<file path="src/pkg/scfr_pkg.sv">
// Package: register map, fields, resets and timing of the front configuration registers
package scfr_pkg;
  // ----------------------------------------------------------------
  // Register byte addresses
  // ----------------------------------------------------------------
  localparam logic [14:0] SCFR_ADDR_CFG_PRI = 15'h0000;
  localparam logic [14:0] SCFR_ADDR_DEV_CFG = 15'h0002;
  localparam logic [14:0] SCFR_ADDR_MAKER_LO = 15'h000C;
  localparam logic [14:0] SCFR_ADDR_MAKER_HI = 15'h000D;
  localparam logic [14:0] SCFR_ADDR_USR_CFG = 15'h0010;
  // ----------------------------------------------------------------
  // Field positions
  // ----------------------------------------------------------------
  localparam int SCFR_BIT_SOFT_RST = 7;
  localparam int SCFR_BIT_ASCEND = 5;
  localparam int SCFR_BIT_SDO_FLAG = 4;
  localparam int SCFR_BIT_ADDR_HOLD = 0;
  // ----------------------------------------------------------------
  // Reset values
  // ----------------------------------------------------------------
  localparam logic [7:0] SCFR_RST_CFG_PRI = 8'h30;
  localparam logic [7:0] SCFR_RST_DEV_CFG = 8'h00;
  localparam logic [7:0] SCFR_RST_USR_CFG = 8'h00;
  // Writable bit masks (flag bit 4 is read-only, reset bit self-clears)
  localparam logic [7:0] SCFR_WMASK_CFG_PRI = 8'h6F;
  // ----------------------------------------------------------------
  // Operating modes and timing
  // ----------------------------------------------------------------
  typedef enum logic [1:0] {
    SCFR_MODE_NORMAL = 2'b00,
    SCFR_MODE_RSVD1 = 2'b01,
    SCFR_MODE_RSVD2 = 2'b10,
    SCFR_MODE_PWRDN = 2'b11
  } scfr_mode_t;
  localparam int SCFR_CLK_MHZ = 40;
  localparam int SCFR_SOFT_RST_NS = 750;
  // Longest reset time: rounded down, at least one cycle
  localparam int SCFR_SOFT_RST_CYC = (SCFR_SOFT_RST_NS * SCFR_CLK_MHZ / 1000) < 1 ? 1 :
                                     (SCFR_SOFT_RST_NS * SCFR_CLK_MHZ / 1000);
endpackage

</file>
<file path="src/core/scfr_addr_step.sv">
// Streaming address stepper: next register address after each byte
`timescale 1ns/1ps
`default_nettype none
module scfr_addr_step
  import scfr_pkg::*;
#(
  parameter int AW = 15
) (
  // Current address and mode
  input wire logic [AW-1:0] addr_cur,
  input wire logic ascend,
  input wire logic hold,
  // Next address
  output logic [AW-1:0] addr_next
);
  initial begin
    if (AW < 5) $error("AW too small for register map");
  end

  // Hold wins over direction; otherwise step by one
  always_comb begin
    if (hold) begin
      addr_next = addr_cur;
    end else if (ascend) begin
      addr_next = addr_cur + AW'(1);
    end else begin
      addr_next = addr_cur - AW'(1);
    end
  end
endmodule // scfr_addr_step
`default_nettype wire

</file>
<file path="src/core/scfr_regs.sv">
// Front configuration register bank with streaming address control
// Behaviour
// - Reset bit 7 resets whole chip, registers too
// - Reset bit clears itself one cycle after the reset starts
// - Bit 5 picks ascending or descending address
// - Bit 4 flag always reads one
// - Mode field: 0 normal, 3 power down
// - Maker code at 0xC, read-only, fixed
// - Address hold keeps streaming address constant
// - Reset values 0x30, 0x00, 0x00
`timescale 1ns/1ps
`default_nettype none
module scfr_regs
  import scfr_pkg::*;
#(
  parameter int AW = 15,
  // Arbitrary neutral identification value
  parameter logic [15:0] MAKER_CODE = 16'h00A5
) (
  // Clock and reset
  input wire logic mclk,
  input wire logic sys_rst,
  // Byte access from the serial front end
  input wire logic xfer_start,
  input wire logic [AW-1:0] xfer_addr,
  input wire logic byte_wr,
  input wire logic byte_rd,
  input wire logic [7:0] wr_data,
  // Read data and current address
  output logic [7:0] rd_data,
  output logic [AW-1:0] cur_addr,
  // Chip-wide controls
  output logic chip_rst,
  output logic busy,
  output logic power_down
);
  initial begin
    if (AW < 5) $error("AW too small for register map");
    if (SCFR_SOFT_RST_CYC > 1023) $error("soft reset count exceeds counter width");
  end

  // ----------------------------------------------------------------
  // State
  // ----------------------------------------------------------------
  logic [7:0] cfg_pri_r, cfg_pri_nxt;
  logic [1:0] mode_r, mode_nxt;
  logic [5:0] dev_rsvd_r, dev_rsvd_nxt;
  logic [7:0] usr_r, usr_nxt;
  logic [AW-1:0] addr_r, addr_nxt;
  logic [7:0] rd_r, rd_nxt;
  logic [9:0] rst_cnt_r, rst_cnt_nxt;
  logic rst_act_r, rst_act_nxt;
  logic [AW-1:0] step_addr;
  logic [AW-1:0] acc_addr;
  logic soft_rst_req;

  // Decode shared by read and write paths
  function automatic logic is_addr(input logic [AW-1:0] a, input logic [14:0] ref_a);
    is_addr = (a == AW'(ref_a));
  endfunction

  // Address of this byte: fresh start or running pointer
  assign acc_addr = xfer_start ? xfer_addr : addr_r;
  assign soft_rst_req = byte_wr && is_addr(acc_addr, SCFR_ADDR_CFG_PRI) && wr_data[SCFR_BIT_SOFT_RST];

  scfr_addr_step #(.AW(AW)) u_step (
    .addr_cur(acc_addr),
    .ascend(cfg_pri_r[SCFR_BIT_ASCEND]),
    .hold(usr_r[SCFR_BIT_ADDR_HOLD]),
    .addr_next(step_addr)
  );

  // ----------------------------------------------------------------
  // Next-state logic
  // ----------------------------------------------------------------
  // Soft reset overrides all access; bus ignored while it runs
  always_comb begin
    cfg_pri_nxt = cfg_pri_r;
    mode_nxt = mode_r;
    dev_rsvd_nxt = dev_rsvd_r;
    usr_nxt = usr_r;
    addr_nxt = addr_r;
    rd_nxt = rd_r;
    rst_cnt_nxt = rst_cnt_r;
    rst_act_nxt = rst_act_r;
    if (rst_act_r) begin
      // Whole chip held; registers forced to reset values
      cfg_pri_nxt = SCFR_RST_CFG_PRI;
      mode_nxt = SCFR_RST_DEV_CFG[1:0];
      dev_rsvd_nxt = SCFR_RST_DEV_CFG[7:2];
      usr_nxt = SCFR_RST_USR_CFG;
      addr_nxt = '0;
      rd_nxt = 8'h00;
      if (rst_cnt_r == 10'(SCFR_SOFT_RST_CYC - 1)) begin
        rst_act_nxt = 1'b0;
        rst_cnt_nxt = '0;
      end else begin
        rst_cnt_nxt = rst_cnt_r + 10'd1;
      end
    end else if (soft_rst_req) begin
      rst_act_nxt = 1'b1;
      rst_cnt_nxt = '0;
      cfg_pri_nxt = SCFR_RST_CFG_PRI | (8'h01 << SCFR_BIT_SOFT_RST);
    end else if (byte_wr || byte_rd) begin
      if (byte_wr) begin
        if (is_addr(acc_addr, SCFR_ADDR_CFG_PRI)) begin
          cfg_pri_nxt = (wr_data & SCFR_WMASK_CFG_PRI) | (8'h01 << SCFR_BIT_SDO_FLAG);
        end
        if (is_addr(acc_addr, SCFR_ADDR_DEV_CFG)) begin
          mode_nxt = wr_data[1:0];
          dev_rsvd_nxt = wr_data[7:2];
        end
        if (is_addr(acc_addr, SCFR_ADDR_USR_CFG)) begin
          usr_nxt = wr_data;
        end
        // Maker code ignores writes
      end
      if (byte_rd) begin
        rd_nxt = 8'h00;
        if (is_addr(acc_addr, SCFR_ADDR_CFG_PRI)) begin
          rd_nxt = cfg_pri_r | (8'h01 << SCFR_BIT_SDO_FLAG);
        end
        if (is_addr(acc_addr, SCFR_ADDR_DEV_CFG)) begin
          rd_nxt = {dev_rsvd_r, mode_r};
        end
        if (is_addr(acc_addr, SCFR_ADDR_MAKER_LO)) begin
          rd_nxt = MAKER_CODE[7:0];
        end
        if (is_addr(acc_addr, SCFR_ADDR_MAKER_HI)) begin
          rd_nxt = MAKER_CODE[15:8];
        end
        if (is_addr(acc_addr, SCFR_ADDR_USR_CFG)) begin
          rd_nxt = usr_r;
        end
      end
      addr_nxt = step_addr;
    end else if (xfer_start) begin
      addr_nxt = xfer_addr;
    end
  end

  // ----------------------------------------------------------------
  // Registers
  // ----------------------------------------------------------------
  always_ff @(posedge mclk) begin
    if (sys_rst) begin
      cfg_pri_r <= SCFR_RST_CFG_PRI;
      mode_r <= SCFR_RST_DEV_CFG[1:0];
      dev_rsvd_r <= SCFR_RST_DEV_CFG[7:2];
      usr_r <= SCFR_RST_USR_CFG;
      addr_r <= '0;
      rd_r <= 8'h00;
      rst_cnt_r <= '0;
      rst_act_r <= 1'b0;
    end else begin
      cfg_pri_r <= cfg_pri_nxt;
      mode_r <= mode_nxt;
      dev_rsvd_r <= dev_rsvd_nxt;
      usr_r <= usr_nxt;
      addr_r <= addr_nxt;
      rd_r <= rd_nxt;
      rst_cnt_r <= rst_cnt_nxt;
      rst_act_r <= rst_act_nxt;
    end
  end

  // ----------------------------------------------------------------
  // Outputs
  // ----------------------------------------------------------------
  assign rd_data = rd_r;
  assign cur_addr = addr_r;
  assign chip_rst = rst_act_r;
  assign busy = rst_act_r; // Host must stay quiet meanwhile
  assign power_down = (mode_r == SCFR_MODE_PWRDN);

  // ----------------------------------------------------------------
  // Assertions
  // ----------------------------------------------------------------
  // Soft reset: starts on request, lasts, clears itself, restores values
  a_soft_rst_start: assert property (@(posedge mclk) disable iff (sys_rst)
    !rst_act_r && soft_rst_req |=> chip_rst) else $error("soft reset not started");
  a_soft_rst_len: assert property (@(posedge mclk) disable iff (sys_rst)
    $rose(chip_rst) |-> chip_rst [*8]) else $error("soft reset too short");
  a_soft_rst_clear: assert property (@(posedge mclk) disable iff (sys_rst)
    $rose(chip_rst) |-> ##[1:40] !chip_rst ##0 !cfg_pri_r[SCFR_BIT_SOFT_RST]) else $error("reset bit stuck");
  a_rst_values: assert property (@(posedge mclk) disable iff (sys_rst)
    $fell(chip_rst) |-> cfg_pri_r == SCFR_RST_CFG_PRI && usr_r == 8'h00 && mode_r == 2'b00)
    else $error("bad reset values");
  // Bank held quiet while the soft reset runs; host accesses are lost then
  a_rst_hold: assert property (@(posedge mclk) disable iff (sys_rst)
    chip_rst |=> rd_data == 8'h00 && cur_addr == '0) else $error("bank not held in reset");

  // Read-only flag and maker code survive any write
  a_flag_reads_one: assert property (@(posedge mclk) disable iff (sys_rst)
    !chip_rst && byte_rd && is_addr(acc_addr, SCFR_ADDR_CFG_PRI) |=> rd_data[SCFR_BIT_SDO_FLAG])
    else $error("flag read zero");
  a_flag_kept: assert property (@(posedge mclk) disable iff (sys_rst)
    !chip_rst && !soft_rst_req && byte_wr && is_addr(acc_addr, SCFR_ADDR_CFG_PRI)
    |=> cfg_pri_r[SCFR_BIT_SDO_FLAG] && !cfg_pri_r[SCFR_BIT_SOFT_RST]) else $error("flag or reset bit stored wrong");
  a_maker_read: assert property (@(posedge mclk) disable iff (sys_rst)
    !chip_rst && !soft_rst_req && byte_rd && is_addr(acc_addr, SCFR_ADDR_MAKER_LO) |=> rd_data == MAKER_CODE[7:0])
    else $error("maker code wrong");
  a_maker_read_hi: assert property (@(posedge mclk) disable iff (sys_rst)
    !chip_rst && !soft_rst_req && byte_rd && is_addr(acc_addr, SCFR_ADDR_MAKER_HI) |=> rd_data == MAKER_CODE[15:8])
    else $error("maker code high byte wrong");

  // Address stepping; hold has priority over direction
  a_addr_hold: assert property (@(posedge mclk) disable iff (sys_rst)
    !chip_rst && !soft_rst_req && byte_rd && usr_r[0] |=> cur_addr == $past(acc_addr))
    else $error("hold moved address");
  a_addr_step: assert property (@(posedge mclk) disable iff (sys_rst)
    !chip_rst && !soft_rst_req && byte_rd && !usr_r[0] && cfg_pri_r[SCFR_BIT_ASCEND]
    |=> cur_addr == $past(acc_addr) + AW'(1)) else $error("address not stepped up");
  a_addr_descend: assert property (@(posedge mclk) disable iff (sys_rst)
    !chip_rst && !soft_rst_req && byte_rd && !usr_r[0] && !cfg_pri_r[SCFR_BIT_ASCEND]
    |=> cur_addr == $past(acc_addr) - AW'(1)) else $error("address not stepped down");

  // Mode field: only code 3 powers the device down
  a_power_down: assert property (@(posedge mclk) disable iff (sys_rst)
    !chip_rst && byte_wr && is_addr(acc_addr, SCFR_ADDR_DEV_CFG)
    && wr_data[1:0] == SCFR_MODE_PWRDN |=> power_down) else $error("power down not entered");
  a_power_up: assert property (@(posedge mclk) disable iff (sys_rst)
    !chip_rst && byte_wr && is_addr(acc_addr, SCFR_ADDR_DEV_CFG)
    && wr_data[1:0] != SCFR_MODE_PWRDN |=> !power_down) else $error("power down without code 3");

  c_soft_rst: cover property (@(posedge mclk) disable iff (sys_rst) $fell(chip_rst));
  c_descend: cover property (@(posedge mclk) disable iff (sys_rst) byte_rd && !cfg_pri_r[SCFR_BIT_ASCEND]);
  c_hold: cover property (@(posedge mclk) disable iff (sys_rst) byte_wr && usr_r[0]);
  c_pwrdn: cover property (@(posedge mclk) disable iff (sys_rst) $rose(power_down));
  c_stream: cover property (@(posedge mclk) disable iff (sys_rst) byte_rd && !xfer_start);
endmodule // scfr_regs
`default_nettype wire

</file>
<file path="config.mk">
export PLATFORM = sky130hd
export DESIGN_NAME = scfr_regs
export DESIGN_NICKNAME = d
export VERILOG_FILES = /design/src/pkg/scfr_pkg.sv /design/src/core/scfr_addr_step.sv /design/src/core/scfr_regs.sv
export SDC_FILE = /design/constraint.sdc
export NUM_CORES = 1
export LEC_CHECK = 0
export ABC_AREA = 1
export CORE_ASPECT_RATIO = 2
export CORE_MARGIN = 10
export CORE_UTILIZATION = 60
export CTS_BUF_LIST = sky130_fd_sc_hd__clkbuf_8
export DETAILED_ROUTE_END_ITERATION = 16
export DONT_BUFFER_PORTS = 1
export HOLD_SLACK_MARGIN = 0.12
export MAX_ROUTING_LAYER = met4
export PLACE_DENSITY = 0.76
export SKIP_LAST_GASP = 1
export SYNTH_ARGS = -nofsm -noshare
export SYNTH_HDL_FRONTEND = slang
export SYNTH_HIERARCHICAL = 1
export SYNTH_SLANG_ARGS = --single-unit
</file>
<file path="constraint.sdc">
create_clock -name mclk -period 2.15 [get_ports mclk]
set_input_delay 0.215 -clock mclk [delete_from_list [all_inputs] [get_ports mclk]]
set_output_delay 0.215 -clock mclk [all_outputs]
set_load 0.01 [all_outputs]
</file>
Word-level counts from Yosys, hierarchy flattened. Index checks and enable logic that the tools add are counted.

Muxes and demuxes: 19. Reduce and logical (&&, ||, !) cells: 15. Eq/ne operators: 6. Add/sub/neg operators: 3. Bitwise gates (word level): 1.

Operator list (number): two-way mux 8 bit (9); two-way mux 15 bit (4); equality test 15 x 4 -> 1 bit, second input constant (2); two-way mux 10 bit (3); adder 15 x 1 -> 15 bit, second input constant (1); equality test 15 x 2 -> 1 bit, second input constant (1); equality test 15 x 5 -> 1 bit, second input constant (1); zero test 15 bit (1); subtractor 15 x 1 -> 15 bit, second input constant (1); adder 10 x 1 -> 10 bit, second input constant (1); equality test 10 x 5 -> 1 bit, second input constant (1); AND reduction 3 bit (3); AND reduction 4 bit (2); nonzero test 2 bit (4); two-way mux 1 bit (3); OR reduction 3 bit (1); equality test 2 bit, second input constant (1); logical AND 1 bit (2); OR reduction 2 bit (1); logical OR 1 bit (1); NOT 1 bit (1).

Output and inout port bits: 26. Bits in registers: 57. Bits of input ports: 28. Logic and storage cells: 53.

Logic depth before layout (Yosys ltp). Gate-level depths: netlist of run 1.

Word-level depth: 7. Gate-level depth with buffers: 19. Gate-level depth less buffers: 18.

Cells and area by module. Netlist of run 1, hierarchy kept.

By module, submodules not included: scfr_regs (cells an instance 513, area each 3161.8 um2, instances 1, sequential area each 1141.1 um2); scfr_addr_step (cells an instance 211, area each 1042.2 um2, instances 1, sequential area each 0.0 um2).

Least setup slack after synthesis of run 1. OpenSTA, ideal clock, no wires.

Path kind: flip-flop to flip-flop. Start: register addr_r[1], in the netlist cur_addr[1]. End: register addr_r[12], in the netlist cur_addr[12]. Setup slack: 0.026 ns. Cell stages (with the launch flop): 17. Clock period less this slack: 2.124 ns. Data arrival time: 2.011 ns. Setup time: 0.113 ns. Required time: 2.037 ns. Cell sequence: dfxtp_1 inv_1 o21ai_0 inv_1 fa_1 inv_1 nand3_1 nand3_1 nand3_1 nand3_1 nand2_1 nand3_1 nand2_1 nand2_1 o21ai_0 nor2_1 nor2_1.

Longest elaborated chain between the ends: 5. Elaborated cells on any way between the ends: 9. Classes of those cells: 2 x add/sub; 4 x mux; 3 x reduce/logical.

Ends and longest elaborated chain: start: declaration (line scfr_regs.sv:49) `logic [AW-1:0] addr_r, addr_nxt;`; start signal: assignment (line scfr_regs.sv:160) `addr_r <= addr_nxt;`; two-way mux 15 bit (*); via acc_addr[1] (line scfr_regs.sv:54) `logic [AW-1:0] acc_addr;`; subtractor 15 x 1 -> 15 bit / adder 15 x 1 -> 15 bit (equally long branches) (line scfr_addr_step.sv:27, scfr_addr_step.sv:25); two-way mux 15 bit (*) (line scfr_addr_step.sv:24) `end else if (ascend) begin`; two-way mux 15 bit (*) (line scfr_addr_step.sv:22) `if (hold) begin`; via step_addr[12] (line scfr_regs.sv:53) `logic [AW-1:0] step_addr;`; two-way mux 15 bit (*) (line scfr_regs.sv:104) `end else if (byte_wr || byte_rd) begin`.

The timed path passes the listed nets; every way through them passes the cells marked *. A chain may end at the register's enable or synchronous reset.

Final worst setup path of run 1.
Start: register addr_r[3], in the netlist cur_addr[3]. End: register addr_r[10], in the netlist cur_addr[10].

The elaborated chain is that of the path after synthesis.

==> results.sh, run 1 <==
export IMPL_post_dp_hpwl_um=9710
export IMPL_final_cell_count_no_fill=869
export IMPL_place_congestion=0.955
export IMPL_status="finished, final reports clean"
export IMPL_n_fill_cell=597
export IMPL_area_growth_pct=21.8
export IMPL_grt_max_degree=32
export IMPL_grt_ovfl_total=0
export IMPL_coreArea_um2=6890
export IMPL_grt_pass1_vias=4620
export IMPL_ir_drop_mv=0.785
export IMPL_yosysWarningCount=6
export IMPL_drc=0
export IMPL_synth_seq_area_share_pct=27.1
export IMPL_cp_slowest_cell="dfxtp_1"
export IMPL_layout_nets=818
export IMPL_drive_gt1_share_pct=16.6
export IMPL_yosysUniqueCellTypes=36
export IMPL_totalWireLength_um=13200
export IMPL_cp_data_arrival_time_ns=2.36
export IMPL_place_area_um2=4560
export IMPL_setup_viol_count_final=0
export IMPL_postRouteAntennaNets=0
export IMPL_path_cells="inv_1, o21ai_2, ha_1, nand2_1, nand2_1, nand2_1, nand3_2, nand2_1, nand3b_1, nand3_1, nand2_1, nand2_1, o21ai_0, nor2_1, nor2_1"
export IMPL_port_buffer_count=0
export IMPL_clk_latency_ns=0.35
export IMPL_worstMarginPinSlew_ns=0.811
export IMPL_cts_clk_slew_worst_paths_ns=0.07
export IMPL_cpLargestDelayFamily="simple AND/OR/NAND/NOR gates"
export IMPL_synthCells=724
export IMPL_ioPinCount=54
export IMPL_start_util_pct=61.0
export IMPL_cellLeakagePower_nw=2.46
export IMPL_critPathKind="reg2reg"
export IMPL_power_w=0.00268
export IMPL_htree_num_levels=3
export IMPL_die_area_um2=11000
export IMPL_die_h_um=138
export IMPL_hold_class="in2reg"
export IMPL_worstSetupStartpointType="register"
export IMPL_n_antenna_cell=0
export IMPL_die_w_um=79.2
export IMPL_hold_violations=0
export IMPL_rows=43
export IMPL_rsz0062_at_grt="yes"
export IMPL_antenna_found_initial=0
export IMPL_via_per_inst=5.52
export IMPL_layout_min_cycle_time_ns=2.11
export IMPL_required_ns=2.39
export IMPL_wire_per_inst_um=15.2
export IMPL_drt_iter0_drc=400
export IMPL_skew_ns=0.0137
export IMPL_maxSlewHeadroom_pct=45.7
export IMPL_synth_seq_cells=57
export IMPL_fin_crit_sh_pct=98.4
export IMPL_first_pass_iters=5
export IMPL_cts_tree="yes"
export IMPL_dp_cells=840
export IMPL_netlist_area_um2=4200
export IMPL_crit_fanout=5
export IMPL_cts_made_buffers=9
export IMPL_slew_viol_final=0
export IMPL_crit_buf_inv=1
export IMPL_clockRootBuffer="clkbuf_8"
export IMPL_cts_sinks=57
export IMPL_dr_total_vias=4794
export IMPL_syn_avg_cell_area_um2=5.81
export IMPL_clockBufferDepth=2
export IMPL_grt_usage_pct=24.1
export IMPL_endpoint_kind="register"
export IMPL_syn_nets=768
export IMPL_grt_pass1_wl_um=20600
export IMPL_power_density_nw_per_um2=524
export IMPL_max_freq_mhz=473
export IMPL_worst_path_most_repeated_cell="nand2_1"
export IMPL_critical_path_max_stage_delay_ns=0.34
export IMPL_cap_viol_max_count=0
export IMPL_final_area_um2=5120
==> cells in the final DEF (no fill, tap or decap), drive strengths merged, types with 2 or more instances in the layout <==
master / count
clkinv: 5
a21oi: 16
buf: 55
dfxtp: 57
nand3: 48
nor3: 5
nand2: 255
or2: 2
ha: 15
nand4: 23
xnor2: 2
dlygate4sd3: 9
inv: 100
nand3b: 2
o21ai: 38
clkbuf: 10
o22ai: 7
nor2: 114
clkinvlp: 3
xor2: 5
==> worst reg2reg max path, stage by stage (launching register included) <==
cell and delay, ns:
dfxtp_1 0.34, inv_1 0.07, o21ai_2 0.16, ha_1 0.32
nand2_1 0.12, nand2_1 0.09, nand2_1 0.08, nand3_2 0.12
nand2_1 0.14, nand3b_1 0.10, nand3_1 0.11, nand2_1 0.07
nand2_1 0.06, o21ai_0 0.07, nor2_1 0.10, nor2_1 0.06
==> power breakdown <==
part           internal [W]  leakage, nW  switching [W]
logic              0.000231         1.90       0.000322
registers           0.00109        0.463      0.0000222
clock network      0.000558       0.0995       0.000464
total               0.00188         2.46       0.000808
==> registers in the layout, indices dropped and copies added, names as in the netlist <==
register,count
mode_r,2
dev_rsvd_r,6
rst_cnt_r,10
cfg_pri_r,7
cur_addr,15
busy,1
usr_r,8
rd_data,8
==> stage by stage <==
step / util [%] / TNS (ns) / hold WS, ns / worst slack (ns)
6_report: 74.3 / 0 / 0.133 / 0.0354
5_1_grt: 74.3 / -0.469 / 0.141 / -0.138
4_1_cts: 70.7 / 0 / 0.121 / 0.0105
3_5_place_dp: 66.3 / -0.0980 / 0.291 / -0.0244
3_3_place_gp: 66.3 / 0 / 0.287 / 0.0175
2_1_floorplan: - / 0 / 0.284 / 0.0261
==> timing repair <==
item,CTS,global route
setup buffers,2,2
pin swaps,0,6
setup endpoints to repair,6,31
hold buffers,9,0
resized for setup,4,42
hold endpoints to repair,30,0
==> area by class of cell <==
cell class	instances	area, um2	share of cell area, %
tap	90	113	2.20
timing repair buffer	64	532	10.4
multi-input combinational	539	2750	53.6
sequential	57	1140	22.3
clock inverter	6	58.8	1.15
clock buffer	10	138	2.69
inverter	103	390	7.62
==> cells in the mapped netlist <==
cell type | count | share of area, %
nand3_1 | 47 | 5.6
a21boi_1 | 1 | 0.18
buf_1 | 2 | 0.18
o22ai_1 | 7 | 1.0
dfxtp_1 | 57 | 27
or2_1 | 2 | 0.30
nand2_2 | 4 | 0.60
xnor2_1 | 2 | 0.42
nor4_1 | 1 | 0.15
inv_1 | 96 | 8.6
o21bai_2 | 1 | 0.27
xor2_1 | 5 | 1.0
nand3b_1 | 2 | 0.36
o31ai_1 | 1 | 0.18
buf_6 | 4 | 1.1
nand4_4 | 1 | 0.51
a21oi_2 | 1 | 0.21
o21a_1 | 1 | 0.18
a21oi_1 | 15 | 1.8
o21ai_1 | 4 | 0.48
clkbuf_1 | 7 | 0.63
fa_1 | 1 | 0.48
buf_4 | 5 | 0.89
nor2_4 | 2 | 0.54
nand3_2 | 1 | 0.24
o21ai_0 | 34 | 4.0
inv_2 | 4 | 0.36
ha_1 | 15 | 4.5
nand4_1 | 22 | 3.3
a31oi_1 | 1 | 0.15
buf_2 | 7 | 0.83
nor2_2 | 10 | 1.5
clkinv_1 | 3 | 0.27
nand2_1 | 251 | 22
nor2_1 | 102 | 9.1
nor3_1 | 5 | 0.60
==> cell families (layout without fill, tap and decap cells) <==
group | after synthesis | count (layout) | share of synthesized area [%]
simple gates | 450 | 450 | 45.1
buf+inv | 128 | 183 | 12.8
compound gates | 66 | 66 | 8.51
flops | 57 | 57 | 27.1
fa+ha+maj | 16 | 16 | 4.94
xor+xnor | 7 | 7 | 1.46
==> layer usage <==
layer | track usage, % | vias to the layer above | wire (um)
li1 | - | 2360 | -
met2 | 44.0 | 177 | 7360
met3 | 4.16 | 60 | 653
met4 | 17.8 | 0 | 868
met1 | 20.8 | 2197 | 4370
met5 | - | - | 0
==> path summary, 6_finish.rpt <==
| check | from | to | slack (ns) | depth (start not counted) |
|---|---|---|---|---|
| worst max register to register | cur_addr[3]$_SDFFE_PP0N_ | cur_addr[10]$_SDFFE_PP0N_ | 0.04 | 15 |
| worst min-delay path | wr_data[5] | usr_r[5]$_SDFFE_PP0P_ | 0.13 | 4 |
| worst min register to register | cfg_pri_r[7]$_SDFFE_PP0P_ | cfg_pri_r[7]$_SDFFE_PP0P_ | 0.48 | 2 |
| worst max-delay path | cur_addr[3]$_SDFFE_PP0N_ | cur_addr[10]$_SDFFE_PP0N_ | 0.04 | 15 |
No activity file was read; power rests on OpenSTA's default activity.
==> run 2: changes to the inputs <==
CORE_UTILIZATION = 25   (was 60)
PLACE_DENSITY = 0.37   (was 0.76)
==> run 2 against run 1 <==
Final cell count up 17%. Highest routed layer unchanged. Utilization down 41 points. Hold slack better by 0.0052 ns.
==> results.sh, run 2 (synthesized netlist as in run 1, its figures left out) <==
export IMPL_cp_slowest_cell="fa_2"
export IMPL_clk_latency_ns=0.37
export IMPL_grt_max_degree=32
export IMPL_layout_min_cycle_time_ns=2.00
export IMPL_grt_pass1_wl_um=24500
export IMPL_die_area_um2=22700
export IMPL_port_buffer_count=0
export IMPL_status="finished, final reports clean"
export IMPL_rows=67
export IMPL_endpoint_kind="register"
export IMPL_htree_num_levels=3
export IMPL_place_area_um2=4960
export IMPL_totalWireLength_um=15500
export IMPL_final_cell_count_no_fill=1015
export IMPL_layout_nets=847
export IMPL_n_antenna_cell=0
export IMPL_dr_total_vias=4642
export IMPL_grt_pass1_vias=4703
export IMPL_worstSetupStartpointType="register"
export IMPL_final_util_pct=33.6
export IMPL_final_common_cell="nand2_1"
export IMPL_required_ns=2.41
export IMPL_cts_made_buffers=9
export IMPL_hold_violations=0
export IMPL_wire_per_inst_um=15.3
export IMPL_setup_viol_count_final=0
export IMPL_final_area_um2=5600
export IMPL_max_freq_mhz=499
export IMPL_crit_fanout=3
export IMPL_reg2reg_to="cur_addr[12]$_SDFFE_PP0N_"
export IMPL_start_util_pct=25.2
export IMPL_r2r_cells=16
export IMPL_hold_path_cell_count=4
export IMPL_slew_viol_final=0
export IMPL_die_w_um=112
export IMPL_hold_class="in2reg"
export IMPL_grt_usage_pct=13.9
export IMPL_cts_clk_slew_worst_paths_ns=0.08
export IMPL_drive_gt1_share_pct=20.7
export IMPL_critPathKind="reg2reg"
export IMPL_cellLeakagePower_nw=2.66
export IMPL_coreArea_um2=16700
export IMPL_endpoint="cur_addr[12]$_SDFFE_PP0N_"
export IMPL_dp_cells=984
export IMPL_area_growth_pct=33.2
export IMPL_clockRootBuffer="clkbuf_8"
export IMPL_rsz0062_at_grt="yes"
export IMPL_cp_startpoint="cur_addr[1]$_SDFFE_PP0N_"
export IMPL_drc=0
export IMPL_ir_drop_mv=0.359
export IMPL_cts_tree="yes"
export IMPL_power_density_nw_per_um2=485
export IMPL_layout_common_cells="nand2_1 (236), nor2_1 (99), inv_1 (95), buf_4 (76), dfxtp_1 (54)"
export IMPL_drt_iter0_drc=177
export IMPL_timing_rr_start="cur_addr[1]$_SDFFE_PP0N_"
export IMPL_die_h_um=203
export IMPL_ff2ff_setup_slack_ns=0.15
export IMPL_skew_ns=0.0177
export IMPL_cap_viol_max_count=0
export IMPL_clockBufferDepth=2
export IMPL_ioPinCount=54
export IMPL_critical_path_max_stage_delay_ns=0.36
export IMPL_cp_data_arrival_time_ns=2.26
export IMPL_fin_crit_sh_pct=93.2
export IMPL_largest_register_ffs=15
export IMPL_grt_ovfl_total=0
export IMPL_worstMarginPinSlew_ns=0.798
export IMPL_place_congestion=0.823
export IMPL_antenna_found_initial=0
export IMPL_via_per_inst=4.57
export IMPL_post_dp_hpwl_um=12000
export IMPL_first_pass_iters=4
export IMPL_postRouteAntennaNets=0
export IMPL_path_cells="inv_1, o21ai_2, inv_1, fa_2, inv_2, nand3_2, nand3_2, nand3_1, nand3_1, nand2_1, nand3_2, nand2_1, nand2_1, o21ai_1, nor2_1, nor2_1"
export IMPL_maxSlewHeadroom_pct=46.6
export IMPL_cts_sinks=57
==> run 2: what timing repair did <==
action | 4_1_cts | 5_1_grt
setup endpoints to repair | 9 | 15
setup buffers | 0 | 4
resized for setup | 14 | 50
cloned | 0 | 1
pin swaps | 0 | 24
hold buffers | 10 | 0
hold endpoints to repair | 31 | 0
==> run 2: metrics by stage <==
stage | TNS, ns | worst slack (ns) | total power (W) | hold slack [ns]
global placement | -1.10 | -0.226 | 0.00165 | 0.286
detailed placement | -1.29 | -0.259 | 0.00165 | 0.287
global route | -0.0671 | -0.0268 | 0.00288 | 0.153
CTS | -0.104 | -0.0605 | 0.00272 | 0.125
floorplan | 0 | 0.0261 | 0.00144 | 0.284
finish | 0 | 0.147 | 0.00271 | 0.138
==> run 2: report_power, final <==
| part | switching [W] | internal (W) | total [W] |
|---|---|---|---|
| registers | 0.0000217 | 0.00109 | 0.00111 |
| logic | 0.000338 | 0.000261 | 0.000599 |
| clock network | 0.000482 | 0.000524 | 0.00101 |
==> run 2: area by class of cell <==
class	instances	area (um2)
fillers	1869	11100
inverters	103	387
multi-input cells	540	2830
clock buffers	9	124
well taps	207	259
repair buffers	92	791
clock inverters	7	63.8
flip-flops and latches	57	1140
==> run 2: critical path, delay by kind of cell (launching register included) <==
| family | cells | cell delay [ns] |
|---|---|---|
| AO/OA/AOI/OAI | 2 | 0.23 |
| adder cells (fa/ha/maj) | 1 | 0.36 |
| AND/OR/NAND/NOR | 10 | 0.77 |
| buffers and inverters | 3 | 0.21 |
| flip-flops | 1 | 0.33 |
==> run 2: worst min path at each step <==
stage | startpoint | endpoint | slack [ns]
after CTS | wr_data[7] | usr_r[7]$_SDFFE_PP0P_ | 0.12
final | wr_data[7] | usr_r[7]$_SDFFE_PP0P_ | 0.14
after global routing | wr_data[7] | usr_r[7]$_SDFFE_PP0P_ | 0.15
after global placement | sys_rst | rst_cnt_r[9]$_SDFFE_PP0P_ | 0.29
after detailed placement | sys_rst | rst_cnt_r[9]$_SDFFE_PP0P_ | 0.29
after floorplan | sys_rst | rst_cnt_r[9]$_SDFFE_PP0P_ | 0.28
==> run 2: per-layer routing <==
layer	vias up	global-route usage (%)	part of all wire [%]
met4	0	6.50	3.1
met1	2134	11.9	34
met3	25	2.35	3.2
li1	2413	-	-
met2	70	27.7	59
met5	-	-	0
==> run 3: changes to the inputs <==
ABC_AREA = default   (was 1)
==> run 3 against run 2 <==
The run now ends with negative setup slack left. Synthesized cell count down 34%. Routed wire length is 3.1% lower. Sequential cell count is the same. Combinational power increased by 15%. Total power rose by 3.7%. Global-route usage up 0.64 points. Final cell count decreased by 23%. First-iteration DRC count fell by 47%. Final area decreased by 0.38%. Sequential power about the same. Clock power about the same. Worst setup slack lost 0.75 ns. Largest power group unchanged.
==> results.sh, run 3 <==
export IMPL_hold_violations=0
export IMPL_clk_latency_ns=0.36
export IMPL_synthCells=475
export IMPL_yosysTopAreaCellShare_pct=29.6
export IMPL_cellLeakagePower_nw=2.09
export IMPL_grt_pass1_wl_um=22900
export IMPL_fin_crit_sh_pct=128
export IMPL_finalSetupTns_ns=-15.93
export IMPL_totalWireLength_um=15000
export IMPL_netlist_area_um2=3860
export IMPL_first_pass_iters=4
export IMPL_multi_input_area_um2=2880
export IMPL_ioPinCount=54
export IMPL_start_util_pct=25.4
export IMPL_layout_common_cells="buf_4 (73), dfxtp_1 (54), nand2_1 (42), nor2_1 (36), mux2i_1 (26)"
export IMPL_place_congestion=0.787
export IMPL_rsz0062_at_grt="yes"
export IMPL_hold_class="in2reg"
export IMPL_min_from="byte_rd"
export IMPL_place_area_um2=4880
export IMPL_layout_nets=619
export IMPL_ir_drop_mv=0.306
export IMPL_area_growth_pct=44.5
export IMPL_final_cell_count_no_fill=778
export IMPL_cts_clk_slew_worst_paths_ns=0.09
export IMPL_endpoint_kind="register"
export IMPL_power_density_nw_per_um2=504
export IMPL_hold_end="rd_data[6]$_SDFFE_PP0P_"
export IMPL_timing_rr_start="cur_addr[2]$_SDFFE_PP0N_"
export IMPL_clockRootBuffer="clkbuf_8"
export IMPL_clockBufferDepth=2
export IMPL_grt_pass1_vias=4166
export IMPL_antenna_found_initial=0
export IMPL_synth_seq_area_share_pct=29.6
export IMPL_cap_viol_max_count=0
export IMPL_dr_total_vias=4009
export IMPL_critPathKind="reg2reg"
export IMPL_grt_usage_pct=14.5
export IMPL_n_fill_cell=1624
export IMPL_required_ns=2.45
export IMPL_yosysWarningCount=6
export IMPL_die_area_um2=21100
export IMPL_ff2ff_setup_slack_ns=-0.60
export IMPL_cts_made_buffers=9
export IMPL_wire_per_inst_um=19.3
export IMPL_cp_data_arrival_time_ns=3.05
export IMPL_final_common_cell="buf_4"
export IMPL_final_area_um2=5580
export IMPL_syn_nets=519
export IMPL_skew_ns=0.00990
export IMPL_htree_num_levels=3
export IMPL_synth_edff_count=0
export IMPL_setup_viol_count_final=56
export IMPL_crit_fanout=4
export IMPL_die_w_um=108
export IMPL_synth_seq_cells=57
export IMPL_regArea_um2=1140
export IMPL_status="finished with violations"
export IMPL_rows=64
export IMPL_hold_path_cell_count=3
export IMPL_worstMarginPinSlew_ns=0.782
export IMPL_syn_avg_cell_area_um2=8.13
export IMPL_cts_tree="yes"
export IMPL_layout_min_cycle_time_ns=2.75
export IMPL_drc=0
export IMPL_post_dp_hpwl_um=11000
export IMPL_worstSetupStartpointType="register"
export IMPL_yosysUniqueCellTypes=61
export IMPL_slew_viol_final=0
export IMPL_violations="negative setup slack"
export IMPL_port_buffer_count=0
export IMPL_ys_async_sr_fraction_pct=0
export IMPL_synth_ff_type="dfxtp_1"
export IMPL_grt_ovfl_total=0
export IMPL_maxSlewHeadroom_pct=47.3
export IMPL_n_antenna_cell=0
export IMPL_dp_cells=738
export IMPL_r2r_cells=11
export IMPL_reg2reg_to="cur_addr[14]$_SDFFE_PP0N_"
export IMPL_synth_top_area_cell="dfxtp_1"
export IMPL_die_h_um=196
export IMPL_drt_iter0_drc=94
export IMPL_final_util_pct=36.7
export IMPL_setup_slack_ns=-0.600
export IMPL_grt_max_degree=41
export IMPL_power_w=0.00281
export IMPL_yosysMostFrequentCell="dfxtp_1"
export IMPL_cts_sinks=57
export IMPL_postRouteAntennaNets=0
export IMPL_drive_gt1_share_pct=35.0
export IMPL_largest_register_ffs=15
export IMPL_max_freq_mhz=364
export IMPL_via_per_inst=5.15
export IMPL_coreArea_um2=15200
export IMPL_synth_area_leaders="dfxtp_1 (30%), mux2i_1 (6.7%), a21oi_1 (5.4%)"
export IMPL_synth_commonest_cells="dfxtp_1 (57), nand2_1 (44), a21oi_1 (42)"
==> run 3: changes by cell type in the layout (fill, tap and decap cells not counted), moves of 14 or more <==
cell / change
buf_6: +23
nand2_2: -14
nand4_1: -14
nand3_1: -29
inv_1: -84
nand2_1: -194
o211ai_1: +16
nand2b_1: +15
mux2i_1: +26
nor2_1: -63
==> run 3: how the worst max path moves through the flow <==
stage,to,startpoint,cells past startpoint
after floorplan,cur_addr[12]$_SDFFE_PP0N_,xfer_start,15
after detailed placement,cur_addr[14]$_SDFFE_PP0N_,cur_addr[2]$_SDFFE_PP0N_,11
after global routing,cur_addr[10]$_SDFFE_PP0N_,cur_addr[2]$_SDFFE_PP0N_,12
after CTS,cur_addr[14]$_SDFFE_PP0N_,cur_addr[2]$_SDFFE_PP0N_,11
after global placement,cur_addr[10]$_SDFFE_PP0N_,cur_addr[2]$_SDFFE_PP0N_,12
final,cur_addr[14]$_SDFFE_PP0N_,cur_addr[2]$_SDFFE_PP0N_,11
==> run 3: timing repair <==
action / 4_1_cts / 5_1_grt
gates cloned: 2 / 0
hold buffers: 10 / 0
setup endpoints to repair: 57 / 57
pin swaps: 29 / 34
setup buffers: 13 / 1
hold endpoints to repair: 37 / 0
gates resized for setup: 51 / 26
==> run 3: power by group <==
group,switching [W],internal [W]
sequential,0.0000227,0.00109
combinational,0.000349,0.000342
clock,0.000571,0.000440
total,0.000943,0.00187
==> run 3: per-stage QoR <==
step           setup slack, ns  hold WS, ns
2_1_floorplan           -0.637        0.280
3_3_place_gp            -0.505        0.284
3_5_place_dp            -0.554        0.283
4_1_cts                 -0.563        0.176
5_1_grt                 -0.691        0.196
6_report                -0.600        0.188
==> run 3: kinds of logic (layout without fill, tap and decap cells) <==
group | count (synthesis) | count (layout) | synth area share (%)
AO/OA/AOI/OAI | 147 | 147 | 24.7
XOR/XNOR | 10 | 10 | 2.27
adder cells (fa/ha/maj) | 16 | 16 | 5.38
buffers and inverters | 40 | 144 | 4.60
flip-flops | 57 | 57 | 29.6
multiplexers | 40 | 40 | 10.9
AND/OR/NAND/NOR | 165 | 166 | 22.6
==> run 3: cell type report <==
class,instances,share of cell area [%]
inverters,14,0.942
multi-input cells,379,51.7
clock buffers,9,2.22
flip-flops and latches,57,20.5
well taps,198,4.44
repair buffers,114,19.1
clock inverters,7,1.10
==> run 3: worst max-delay path: stages, from the launching register on <==
cell      delay (ns)
dfxtp_2         0.33
mux2_4          0.29
ha_4            0.24
nor2b_4         0.12
o31a_1          0.25
o41a_1          0.47
o31ai_2         0.25
mux2i_1         0.25
xnor2_1         0.13
nand2b_1        0.11
o211ai_1        0.10
a21oi_1         0.15
==> run 3: layer usage <==
| metal | up-vias | GRT usage (%) | part of all wire (%) |
|---|---|---|---|
| met5 | - | - | 0 |
| met4 | 0 | 6.07 | 3.1 |
| met3 | 22 | 3.18 | 3.7 |
| met2 | 68 | 28.1 | 58 |
| met1 | 1944 | 12.8 | 35 |
| li1 | 1975 | - | - |
